===== config.mk =====
export PLATFORM = sky130hd
export DESIGN_NAME = outside_window_compare
export DESIGN_NICKNAME = d
export VERILOG_FILES = /design/src/window_cmp_pkg.sv /design/src/outside_window_compare.sv /design/src/two_flop_sync.sv /design/src/window_judge.sv
export VERILOG_INCLUDE_DIRS = /design/src
export SDC_FILE = /design/constraint.sdc
export NUM_CORES = 1
export LEC_CHECK = 0
export BUFFER_PORTS_ARGS = -buffer_cell sky130_fd_sc_hd__buf_2
export CAP_MARGIN = 20
export CORE_MARGIN = 2
export CORE_UTILIZATION = 60
export CTS_CLUSTER_DIAMETER = 120
export DETAILED_ROUTE_END_ITERATION = 6
export GPL_TIMING_DRIVEN = 0
export PLACE_DENSITY = 0.82
export SYNTH_ARGS = -nofsm -noshare
export SYNTH_HDL_FRONTEND = slang
export SYNTH_SLANG_ARGS = --single-unit

===== constraint.sdc =====
create_clock -name i_clk_sys -period 8.6 [get_ports i_clk_sys]
set_input_delay 0.43 -clock i_clk_sys [delete_from_list [all_inputs] [get_ports i_clk_sys]]
set_output_delay 0.43 -clock i_clk_sys [all_outputs]
set_load 0.1 [all_outputs]

===== src/window_cmp_consts.svh =====
// Offsets, field positions, reset values and widths of the window comparator.
// Assumes it is included by bare name from the design files that need it.
`ifndef WINDOW_CMP_CONSTS_SVH
`define WINDOW_CMP_CONSTS_SVH

// ==========================================================================
// Register byte offsets
`define OFS_CTRL        8'h00
`define OFS_LOWER_TH    8'h04
`define OFS_UPPER_TH    8'h08
`define OFS_DELTA       8'h0c
`define OFS_VM_WORD     8'h10
`define OFS_FB_IMAGE    8'h14
`define OFS_STATUS      8'h18
`define OFS_OPERAND     8'h1c

// ==========================================================================
// Field layout
`define CTRL_W          6
`define WORD_W          16
`define FB_W            2
`define FB_ECHO_BIT     0
`define FB_CHAN_BIT     1
`define STATUS_W        5

// ==========================================================================
// Reset values
`define RST_CTRL        6'h00
`define RST_LOWER_TH    16'h0000
`define RST_UPPER_TH    16'hffff
`define RST_DELTA       16'h0000
`define RST_WORD        16'h0000
`define RST_FB          2'h0
`define RST_RD_DATA     32'h0000_0000

`endif


===== src/window_cmp_pkg.sv =====
// Types shared by the window comparator and its helpers.
// Assumes the constants header supplies the widths used here.
`include "window_cmp_consts.svh"

package window_cmp_pkg;

    // ======================================================================
    // Enable source and operand source selections
    typedef enum logic [1:0] {
        EN_ALWAYS_OFF = 2'h0,
        EN_ALWAYS_ON  = 2'h1,
        EN_PIN        = 2'h2,
        EN_FIELDBUS   = 2'h3
    } en_mode_t;

    typedef enum logic [1:0] {
        SRC_ISLAND  = 2'h0,
        SRC_VIRTUAL = 2'h1,
        SRC_STAGE1  = 2'h2,
        SRC_COUNTER = 2'h3
    } src_sel_t;

    // Zone of the operand, Gray coded in the order inside, band, high, low.
    typedef enum logic [1:0] {
        ZONE_INSIDE = 2'h0,
        ZONE_BAND   = 2'h1,
        ZONE_HIGH   = 2'h3,
        ZONE_LOW    = 2'h2
    } zone_t;

    // ======================================================================
    // Packed carriers
    typedef struct packed {
        logic     chan_dedicated;
        logic     first_stage;
        src_sel_t src;
        en_mode_t en_mode;
    } ctrl_t;

    typedef struct packed {
        logic [`WORD_W-1:0] lower_threshold;
        logic [`WORD_W-1:0] upper_threshold;
        logic [`WORD_W-1:0] delta;
    } cfg_t;

endpackage


===== src/outside_window_compare.sv =====
// Outside-the-window unsigned compare with hysteresis and a plain register port.
// Assumes one 10 MHz clock, a synchronous active-high reset, and a register
// master that never issues read and write strobes together.
//
// How it works
// - Zero delta: result 1 below lower or at or above upper, 0 between.
// - Rising from below, result stays 1 until above lower plus delta.
// - Rising inside, result goes 1 on reaching upper plus delta.
// - Falling from above, result stays 1 until down to upper minus delta.
// - Falling inside, result stays 0 until below lower minus delta.
// - Inside a hysteresis band the previous result is kept.
// - The operand is an unsigned 16-bit magnitude; bit 15 is value.
// - Operand may come from the virtual module analog word.
// - As a second stage, operand is the first stage output word.
// - Nested with a counter, operand is the counter count word.
// - As a first stage, result goes to the action module, no channel.
// - A dedicated output channel follows only the result unless first stage is set; then it follows fieldbus data.
// - The fieldbus-written channel bit stays writable and usable as an input.
// - When disabled the result freezes while inputs are still sampled.
// - When enabled again the latest inputs are acted on at once.
`timescale 1ns/1ps
`include "window_cmp_consts.svh"

module outside_window_compare #(
    parameter int ADDR_W = 8
) (
    input  wire logic                i_clk_sys,
    input  wire logic                i_sys_rst,
    input  wire logic [ADDR_W-1:0]   i_addr,
    input  wire logic [31:0]         i_wr_data,
    input  wire logic                i_wr_stb,
    input  wire logic                i_rd_stb,
    input  wire logic [`WORD_W-1:0]  i_island_word,
    input  wire logic                i_enable_pin,
    input  wire logic [`WORD_W-1:0]  i_stage1_word,
    input  wire logic [`WORD_W-1:0]  i_count_word,
    output logic      [31:0]         o_rd_data,
    output logic                     o_result,
    output logic                     o_channel_out,
    output logic                     o_action_bit
);

    // ======================================================================
    // Address decode
    function automatic logic reg_hit(input logic [ADDR_W-1:0] addr,
                                     input logic [7:0]        ofs);
        reg_hit = (addr == ADDR_W'(ofs));
    endfunction

    window_cmp_pkg::ctrl_t        ctrl_q;
    window_cmp_pkg::cfg_t         cfg_q;
    logic [`WORD_W-1:0]           vm_word_q;
    logic [`FB_W-1:0]             fb_image_q;
    logic [`WORD_W-1:0]           operand_q;
    logic [`WORD_W-1:0]           operand_d;
    window_cmp_pkg::zone_t        zone_q;
    window_cmp_pkg::zone_t        zone_d;
    logic                         result_d;
    logic                         enabled;
    logic                         go_high;
    logic                         go_low;
    logic                         cfg_invalid;
    logic                         enable_pin_s;
    logic [`WORD_W-1:0]           island_word_s;
    logic [`STATUS_W-1:0]         status;
    logic [31:0]                  rd_mux;

    // ======================================================================
    // Pin synchronisers
    two_flop_sync #(
        .W (1)
    ) u_sync_enable (
        .i_clk_sys (i_clk_sys),
        .i_sys_rst (i_sys_rst),
        .i_async   (i_enable_pin),
        .o_sync    (enable_pin_s)
    );

    two_flop_sync #(
        .W (`WORD_W)
    ) u_sync_island (
        .i_clk_sys (i_clk_sys),
        .i_sys_rst (i_sys_rst),
        .i_async   (i_island_word),
        .o_sync    (island_word_s)
    );

    // ======================================================================
    // Register writes
    always_ff @(posedge i_clk_sys) begin
        if (i_sys_rst) begin
            ctrl_q <= window_cmp_pkg::ctrl_t'(`RST_CTRL);
        end else if (i_wr_stb && reg_hit(i_addr, `OFS_CTRL)) begin
            ctrl_q <= window_cmp_pkg::ctrl_t'(i_wr_data[`CTRL_W-1:0]);
        end
    end

    // Threshold and delta validity is left to software; the logic never clamps.
    always_ff @(posedge i_clk_sys) begin
        if (i_sys_rst) begin
            cfg_q.lower_threshold <= `RST_LOWER_TH;
            cfg_q.upper_threshold <= `RST_UPPER_TH;
            cfg_q.delta           <= `RST_DELTA;
        end else if (i_wr_stb) begin
            if (reg_hit(i_addr, `OFS_LOWER_TH)) begin
                cfg_q.lower_threshold <= i_wr_data[`WORD_W-1:0];
            end
            if (reg_hit(i_addr, `OFS_UPPER_TH)) begin
                cfg_q.upper_threshold <= i_wr_data[`WORD_W-1:0];
            end
            if (reg_hit(i_addr, `OFS_DELTA)) begin
                cfg_q.delta <= i_wr_data[`WORD_W-1:0];
            end
        end
    end

    always_ff @(posedge i_clk_sys) begin
        if (i_sys_rst) begin
            vm_word_q <= `RST_WORD;
        end else if (i_wr_stb && reg_hit(i_addr, `OFS_VM_WORD)) begin
            vm_word_q <= i_wr_data[`WORD_W-1:0];
        end
    end

    always_ff @(posedge i_clk_sys) begin
        if (i_sys_rst) begin
            fb_image_q <= `RST_FB;
        end else if (i_wr_stb && reg_hit(i_addr, `OFS_FB_IMAGE)) begin
            fb_image_q <= i_wr_data[`FB_W-1:0];
        end
    end

    // ======================================================================
    // Operand selection and enable
    always_comb begin
        case (ctrl_q.src)
            window_cmp_pkg::SRC_VIRTUAL: operand_d = vm_word_q;
            window_cmp_pkg::SRC_STAGE1:  operand_d = i_stage1_word;
            window_cmp_pkg::SRC_COUNTER: operand_d = i_count_word;
            default:                     operand_d = island_word_s;
        endcase
    end

    always_ff @(posedge i_clk_sys) begin
        if (i_sys_rst) begin
            operand_q <= `RST_WORD;
        end else begin
            operand_q <= operand_d;
        end
    end

    always_comb begin
        case (ctrl_q.en_mode)
            window_cmp_pkg::EN_ALWAYS_ON: enabled = 1'b1;
            window_cmp_pkg::EN_PIN:       enabled = enable_pin_s;
            window_cmp_pkg::EN_FIELDBUS:  enabled = fb_image_q[`FB_ECHO_BIT];
            default:                      enabled = 1'b0;
        endcase
    end

    // ======================================================================
    // Window decision
    window_judge u_judge (
        .i_operand (operand_q),
        .i_cfg     (cfg_q),
        .o_go_high (go_high),
        .o_go_low  (go_low),
        .o_zone    (zone_d)
    );

    // Outside wins when both hold, which happens only at the upper threshold with zero delta.
    // Hold or act.
    always_comb begin
        result_d = o_result;
        if (enabled) begin
            if (go_high) begin
                result_d = 1'b1;
            end else if (go_low) begin
                result_d = 1'b0;
            end
        end
    end

    always_ff @(posedge i_clk_sys) begin
        if (i_sys_rst) begin
            o_result <= 1'b0;
            zone_q   <= window_cmp_pkg::ZONE_INSIDE;
        end else begin
            o_result <= result_d;
            zone_q   <= zone_d;
        end
    end

    // ======================================================================
    // Output routing
    // Dedicated channel ignores fieldbus unless first stage is set.
    always_ff @(posedge i_clk_sys) begin
        if (i_sys_rst) begin
            o_channel_out <= 1'b0;
        end else if (ctrl_q.chan_dedicated && !ctrl_q.first_stage) begin
            o_channel_out <= result_d;
        end else begin
            o_channel_out <= fb_image_q[`FB_CHAN_BIT];
        end
    end

    always_ff @(posedge i_clk_sys) begin
        if (i_sys_rst) begin
            o_action_bit <= 1'b0;
        end else begin
            o_action_bit <= ctrl_q.first_stage & result_d;
        end
    end

    // ======================================================================
    // Status and read port
    // The flag only reports a bad setup; software owns the correction.
    always_comb begin
        cfg_invalid = ({2'b00, cfg_q.upper_threshold}
                       <= ({2'b00, cfg_q.lower_threshold} + {1'b0, cfg_q.delta, 1'b0}));
        status = {cfg_invalid, enabled, zone_q, o_result};
    end

    always_comb begin
        rd_mux = `RST_RD_DATA;
        if (reg_hit(i_addr, `OFS_CTRL)) begin
            rd_mux[`CTRL_W-1:0] = ctrl_q;
        end else if (reg_hit(i_addr, `OFS_LOWER_TH)) begin
            rd_mux[`WORD_W-1:0] = cfg_q.lower_threshold;
        end else if (reg_hit(i_addr, `OFS_UPPER_TH)) begin
            rd_mux[`WORD_W-1:0] = cfg_q.upper_threshold;
        end else if (reg_hit(i_addr, `OFS_DELTA)) begin
            rd_mux[`WORD_W-1:0] = cfg_q.delta;
        end else if (reg_hit(i_addr, `OFS_VM_WORD)) begin
            rd_mux[`WORD_W-1:0] = vm_word_q;
        end else if (reg_hit(i_addr, `OFS_FB_IMAGE)) begin
            rd_mux[`FB_W-1:0] = fb_image_q;
        end else if (reg_hit(i_addr, `OFS_STATUS)) begin
            rd_mux[`STATUS_W-1:0] = status;
        end else if (reg_hit(i_addr, `OFS_OPERAND)) begin
            rd_mux[`WORD_W-1:0] = operand_q;
        end
    end

    // Read data stand for exactly one cycle, then fall back to zero.
    always_ff @(posedge i_clk_sys) begin
        if (i_sys_rst) begin
            o_rd_data <= `RST_RD_DATA;
        end else if (i_rd_stb) begin
            o_rd_data <= rd_mux;
        end else begin
            o_rd_data <= `RST_RD_DATA;
        end
    end

    // ======================================================================
    // Checks
    logic [`WORD_W:0] chk_op_d;
    logic [`WORD_W:0] chk_hi_d;
    logic [`WORD_W:0] chk_lo_d;

    always_comb begin
        chk_op_d = {1'b0, operand_q} + {1'b0, cfg_q.delta};
        chk_hi_d = {1'b0, cfg_q.upper_threshold} + {1'b0, cfg_q.delta};
        chk_lo_d = {1'b0, cfg_q.lower_threshold} + {1'b0, cfg_q.delta};
    end
endmodule


===== src/two_flop_sync.sv =====
// Two flip-flop synchroniser for pins that arrive from outside the clock.
// Assumes each bit is a slow level; a multi-bit word may be torn while moving.
`timescale 1ns/1ps

module two_flop_sync #(
    parameter int W = 1
) (
    input  wire logic         i_clk_sys,
    input  wire logic         i_sys_rst,
    input  wire logic [W-1:0] i_async,
    output logic      [W-1:0] o_sync
);

    logic [W-1:0] meta_q;

    // The first stage feeds only the second stage.
    always_ff @(posedge i_clk_sys) begin
        if (i_sys_rst) begin
            meta_q <= '0;
            o_sync <= '0;
        end else begin
            meta_q <= i_async;
            o_sync <= meta_q;
        end
    end

endmodule


===== src/window_judge.sv =====
// Combinational window decision: which way the result must go for an operand.
// Assumes the thresholds and delta come from registers on the same clock.
`timescale 1ns/1ps
`include "window_cmp_consts.svh"

module window_judge (
    input  wire logic                  [`WORD_W-1:0] i_operand,
    input  wire window_cmp_pkg::cfg_t                i_cfg,
    output logic                                     o_go_high,
    output logic                                     o_go_low,
    output window_cmp_pkg::zone_t                    o_zone
);

    // Seventeen bits keep the sums from wrapping, so no bound ever turns round.
    logic [`WORD_W:0] op_plus_d;
    logic [`WORD_W:0] lo_plus_d;
    logic [`WORD_W:0] hi_plus_d;

    always_comb begin
        op_plus_d = {1'b0, i_operand} + {1'b0, i_cfg.delta};
        lo_plus_d = {1'b0, i_cfg.lower_threshold} + {1'b0, i_cfg.delta};
        hi_plus_d = {1'b0, i_cfg.upper_threshold} + {1'b0, i_cfg.delta};
        o_go_high = (op_plus_d < {1'b0, i_cfg.lower_threshold})
                  | ({1'b0, i_operand} >= hi_plus_d);
        o_go_low  = ({1'b0, i_operand} > lo_plus_d)
                  & (op_plus_d <= {1'b0, i_cfg.upper_threshold});
        if (o_go_high && ({1'b0, i_operand} >= hi_plus_d)) begin
            o_zone = window_cmp_pkg::ZONE_HIGH;
        end else if (o_go_high) begin
            o_zone = window_cmp_pkg::ZONE_LOW;
        end else if (o_go_low) begin
            o_zone = window_cmp_pkg::ZONE_INSIDE;
        end else begin
            o_zone = window_cmp_pkg::ZONE_BAND;
        end
    end

endmodule

; After elaboration in Yosys (flattened, before gate mapping)
; Index checks and enable logic that the tools add are counted.
; W data, S select, Z words.
[word_totals]
word_cells = 78
inputBits = 93
reg_bits = 159
out_inout_bits = 35
[op_classes]
bitwise = 4
n_reduce_logical = 12
eq_ne = 13
n_addsub = 4
magnitude_cmp = 5
n_mux = 19
[ops]
columns = operator, count
row1 = $mux W16, 5
row2 = $add A16 B16 Y17, 3
row3 = $pmux W16 S3, 1
row4 = $eq A8 B5 Y1 const B, 4
row5 = $add A16 B17 Y18, 1
row6 = $le A16 B18 Y1, 1
row7 = $ge A16 B17 Y1, 1
row8 = $gt A16 B17 Y1, 1
row9 = $le A17 B16 Y1, 1
row10 = $lt A17 B16 Y1, 1
row11 = $eq A8 B4 Y1 const B, 2
row12 = $mux W14, 1
row13 = $mux W11, 1
row14 = $eq A2 B2 Y1 const B, 4
row15 = $eq A8 B3 Y1 const B, 1
row16 = $logic_not A8 Y1, 1
row17 = $mux W2, 3
row18 = $mux W6, 1
row19 = $reduce_and A2 Y1, 3
row20 = $logic_and A1 B1 Y1, 5
row21 = $mux W1, 5
row22 = $mux W5, 1
row23 = $eq A2 B1 Y1 const B, 2
row24 = $pmux W1 S3, 1
row25 = other kinds (6), 7

; Logic depth before layout (Yosys ltp)
[depth]
word_depth = 9
ltp_mapped = 20
depth_no_buf = 20

; Cells and area by module
; From an unflattened synthesis, not the netlist that was laid out.
[hier_totals]
hier_cells = 1200
hier_area_um2 = 10227.3
[modules_own_cells]
columns = mod, area_per_inst_um2, seq_area_each_um2, n_inst, cells_each
row1 = outside_window_compare, 5771.8, 2182.1, 1, 664
row2 = window_judge, 3539.6, 0.0, 1, 465
row3 = two_flop_sync (u_sync_island), 863.3, 640.6, 1, 67
row4 = two_flop_sync (u_sync_enable), 52.6, 40.0, 1, 4

; Worst setup path before layout
; No wires, ideal clock.
[synth_path]
kind = register to register
start = register cfg_q[0] (netlist name)
end = register o_channel_out
setup_time_ns = 0.131
arrival_time_ns = 4.272
setup_slack_ns = 4.197
t_required_ns = 8.469
path_stages_with_launch = 19
synth_period_minus_slack_ns = 4.403
path_buffers = 0
path_cell_list = dfxtp_1 ha_1 fa_1 a211o_1 a2111oi_1 o41a_2 a21oi_2 a21o_1 a21oi_1 xnor2_1 ha_1 nand2_1 or4_1 o32ai_1 a31oi_1 a311oi_1 o21ai_0 and4b_4 o41ai_2
[synth_between]
elab_chain_cells = 7
elab_cells_between_ends = 13
cone_classes = add/sub (3) / order compare (4) / mux (4) / bitwise (2)
[synth_lines]
columns = element, line
row1 = start: declaration, outside_window_compare.sv:51  ; window_cmp_pkg::cfg_t cfg_q;
row2 = $add A16 B16 Y17 (on tied branches), n/a
row3 = $gt A16 B17 Y1 / $le A17 B16 Y1 (equally long branches), "window_judge.sv:25, window_judge.sv:26"
row4 = $and A1 B1 Y1, window_judge.sv:26  ; & (op_plus_d <= {1'b0, i_cfg.upper_threshold});
row5 = $mux W1, outside_window_compare.sv:178  ; end else if (go_low) begin
row6 = $mux W1 (*), outside_window_compare.sv:176  ; if (go_high) begin
row7 = $mux W1 (*), outside_window_compare.sv:175  ; if (enabled) begin
row8 = $mux W1 (*), outside_window_compare.sv:200  ; end else if (ctrl_q.chan_dedicated && !ctrl_q.first_stage) begin
row9 = end signal: assignment, outside_window_compare.sv:201  ; o_channel_out <= result_d;
row10 = end signal: assignment, outside_window_compare.sv:203  ; o_channel_out <= fb_image_q[`FB_CHAN_BIT];
row11 = end: declaration, outside_window_compare.sv:39  ; output logic o_channel_out,
; Mark *: on every way between the ends. The rest lies on a longest branch, timed or not.
; A chain may end at the register's enable or synchronous reset.

; Worst setup path after layout
; Same ends and word-level chain as after synthesis.

==> metrics.txt <==
# rows=between 40 and 50; Setup crit start kind=flip-flop; post-synth top area cell=dfxtp_1; WHS Endpoint=u_sync_island.meta_q[2]$_SDFF_PP0_; min cycle time layout=5650 ps; largest net degree at the start of global routing=17; Crit path max-delay family=compound AO/OA/AOI/OAI gates; Tcrit/Tclk final=65.6%; R2R Setup Slk=approximately 3000 ps; failing checks=design-rule violations; crit path capture type=flip-flop; Most used DFF post-synth=dfxtp_1; Final GP Congestion=1.01; worst rel slew slack=45.6%; post-cts sizing count=0; vias=roughly 9800; Reg-to-Reg End=o_channel_out$_SDFF_PP0_; HP Class=in -> reg; RSZ-0062 raised after global routing=false; Synth Area in XOR/XNOR=4.03%; crit-path cells=ha_1 > fa_1 > a211o_1 > a2111oi_1 > o41a_2 > a21oi_2 > a21o_1 > a21oi_1 > xnor2_1 > ha_1 > nand2_1 > or4_1 > o32ai_1 > a31oi_1 > a311oi_1 > o21ai_0 > and4b_4 > o41ai_2; Syn Std Cell Area=0.0102 mm²; DRC viols=2; Root Buffer Master=clkbuf_16; Post-Synth Simple-Gate Area=19.8%; antenna-violating nets left=0; mux cell area share after synthesis=4.17%; number of synthesized register bits=approximately 140; CTS sink count=143; Max Slew Vio Count=0; # Max-Cap Violations=0; Critical R2R Launch=cfg_q[0]$_SDFFE_PP0P_; Nets=1587; leakage power=roughly 5.2 nW; Worst-Margin Slew=817 ps; Worst-Skew Late Latency=430 ps; Seq/Total Area, Yosys=between 20% and 30%; Mapped Cells=1221; setup TNS=0 ps; WS Path Type=reg -> reg; cts hold-fix bufs=0; synth unique cells=77; antenna violations before repair=0; largest family of logic cells by synthesized area=compound AO/OA/AOI/OAI gates; Cell Pwr Density=approximately 140 mW/mm²; Setup Fix Bufs, Post-CTS=0; Yosys Warn Count=0; final hold vios=0; Clock Path Buffers=2; Die W=around 130 µm; status=finished, violations left; mean post-synth cell area=approximately 8.4 µm²; CTS buffer count=17; Slowest Stage Delay on Critical Path=around 570 ps; drt first pass iters=7; Synth top area share=28.0%; gr ovfl total=0; Worst Skew=9.51 ps; Total Routing Usage GR=around a third; Hold Path Stages=2; Hold Startpoint=i_island_word[2]; VDD IR-drop max=approximately 0.19 mV; Synth async-reset ratio=0%; slowest CP cell=or4_1; CP dominant cell by count=ha_1; Post-synth top cells=nand2_1, dfxtp_1, ha_1; Fmax achieved=0.177 GHz; CTS tree=built; Synth Area in Adders=18.2%; crit path DAT=5950 ps; CP bufs+invs=0; clock slew at reported path FFs=about 70 ps; DRT iter0 DRCs=roughly 1000; Initial Util=roughly 62%; Tot Pwr=1.58 mW; crit-path max FO=6; Via-to-Cell Ratio=6.23; die height=134 µm; Synth Area in Compound Gates=20.7%; vias in the first global route=9136; Cell Area, Placed=0.0110 mm²; wirelength, routed=31500 µm; Worst Path Required=8900 ps; top post-synthesis cells by area=dfxtp_1, ha_1, nand2_1; first-pass GRT wire length=48400 µm; Design Area, Final=0.0116 mm²; final core occ=69.9%; worst r2r path cells=18; Die ar.=0.0181 mm²; drt wl/cell=19.9 µm; most common cell in the synthesized netlist=nand2_1; share of cells above drive strength 1=about 14%; Synth-to-Final Area Change=13.5%; final setup fails=0; ANT cells=0; PortBufs=93; top-level port count=about 130; post-DP HPWL=24700 µm; number of flops mapped to enable cells by yosys=0; core footprint=0.0166 mm²; H-tree depth=4
[flip-flops by register name, indices dropped and copies added (netlist names)]
| name | flops |
|---|---|
| o_channel_out | 1 |
| cfg_q | 48 |
| o_rd_data | 16 |
| u_sync_island.o_sync | 16 |
| u_sync_island.meta_q | 16 |
| u_sync_enable.o_sync | 1 |
| ctrl_q | 6 |
| o_result | 1 |
| operand_q | 16 |
| vm_word_q | 16 |
| fb_image_q | 2 |
| o_action_bit | 1 |
| zone_q | 2 |
| u_sync_enable.meta_q | 1 |
[placed cells by master, fill, tap and decap left out, drive strengths merged, types with 9 or more instances in the layout]
cell / synthesis / routed
a211oi: 13 / 13
a22oi: 17 / 17
mux4: 18 / 18
a21oi: 123 / 123
ha: 142 / 142
nand2: 195 / 195
conb: 1 / 16
and2: 12 / 12
o21ai: 54 / 54
clkbuf: 36 / 54
o21a: 9 / 9
nand4: 12 / 12
dfxtp: 143 / 143
nand2b: 9 / 9
a221oi: 10 / 10
nand3: 17 / 17
nand3b: 18 / 18
nor2: 53 / 53
xnor2: 22 / 22
buf: 26 / 119
inv: 56 / 64
o21bai: 10 / 10
nor3: 16 / 16
nor2b: 62 / 62
a21o: 29 / 29
xor2: 25 / 25
[logic make-up (layout without fill, tap and decap cells)]
logic type,count (synthesis),count (layout)
adder cells (fa/ha/maj),146,146
buffers and inverters,118,243
other,1,16
multiplexers,20,20
XOR/XNOR,47,47
AO/OA/AOI/OAI,327,327
flip-flops,143,143
AND/OR/NAND/NOR,419,419
[area by class of cell]
| class | count | area [µm²] |
|---|---|---|
| fillers | 1336 | 4990 |
| multi-input cells | 975 | 6890 |
| flip-flops and latches | 143 | 2860 |
| repair buffers | 93 | 465 |
| plain buffers | 62 | 303 |
| inverters | 56 | 210 |
| well taps | 220 | 275 |
| clock buffers | 18 | 439 |
| clock inverters | 14 | 145 |
[through the flow]
step / hold slack, ps / setup WS [ps] / std cells
2_1_floorplan: 414 / 4200 / 1236
3_3_place_gp: 416 / 3270 / 1549
3_5_place_dp: 424 / 3190 / 1549
4_1_cts: 203 / 3130 / 1581
5_1_grt: 206 / 2690 / 1581
6_report: 203 / 2950 / 1581
[report_power, final]
part           total (mW)  internal, mW  switching, mW
combinational       0.156        0.0531          0.103
clock               0.741         0.416          0.325
sequential          0.682         0.674        0.00866
total                1.58          1.14          0.436
[worst max path at each step]
stage | startpoint | endpoint | cells after the start
global placement | cfg_q[0]$_SDFFE_PP0P_ | o_channel_out$_SDFF_PP0_ | 18
floorplan | cfg_q[0]$_SDFFE_PP0P_ | o_channel_out$_SDFF_PP0_ | 18
global route | cfg_q[0]$_SDFFE_PP0P_ | o_channel_out$_SDFF_PP0_ | 18
CTS | cfg_q[0]$_SDFFE_PP0P_ | o_channel_out$_SDFF_PP0_ | 18
finish | cfg_q[0]$_SDFFE_PP0P_ | o_channel_out$_SDFF_PP0_ | 18
detailed placement | cfg_q[0]$_SDFFE_PP0P_ | o_channel_out$_SDFF_PP0_ | 18
[routing by layer]
layer | part of all wire [%] | track usage [%] | vias up
met5 | 0 | 0 | -
met4 | 5.5 | 16.4 | 0
met3 | 9.3 | 5.56 | 142
met2 | 44 | 54.0 | 536
met1 | 41 | 47.0 | 4572
li1 | - | - | 4597
(Power assumes the default switching activity.)
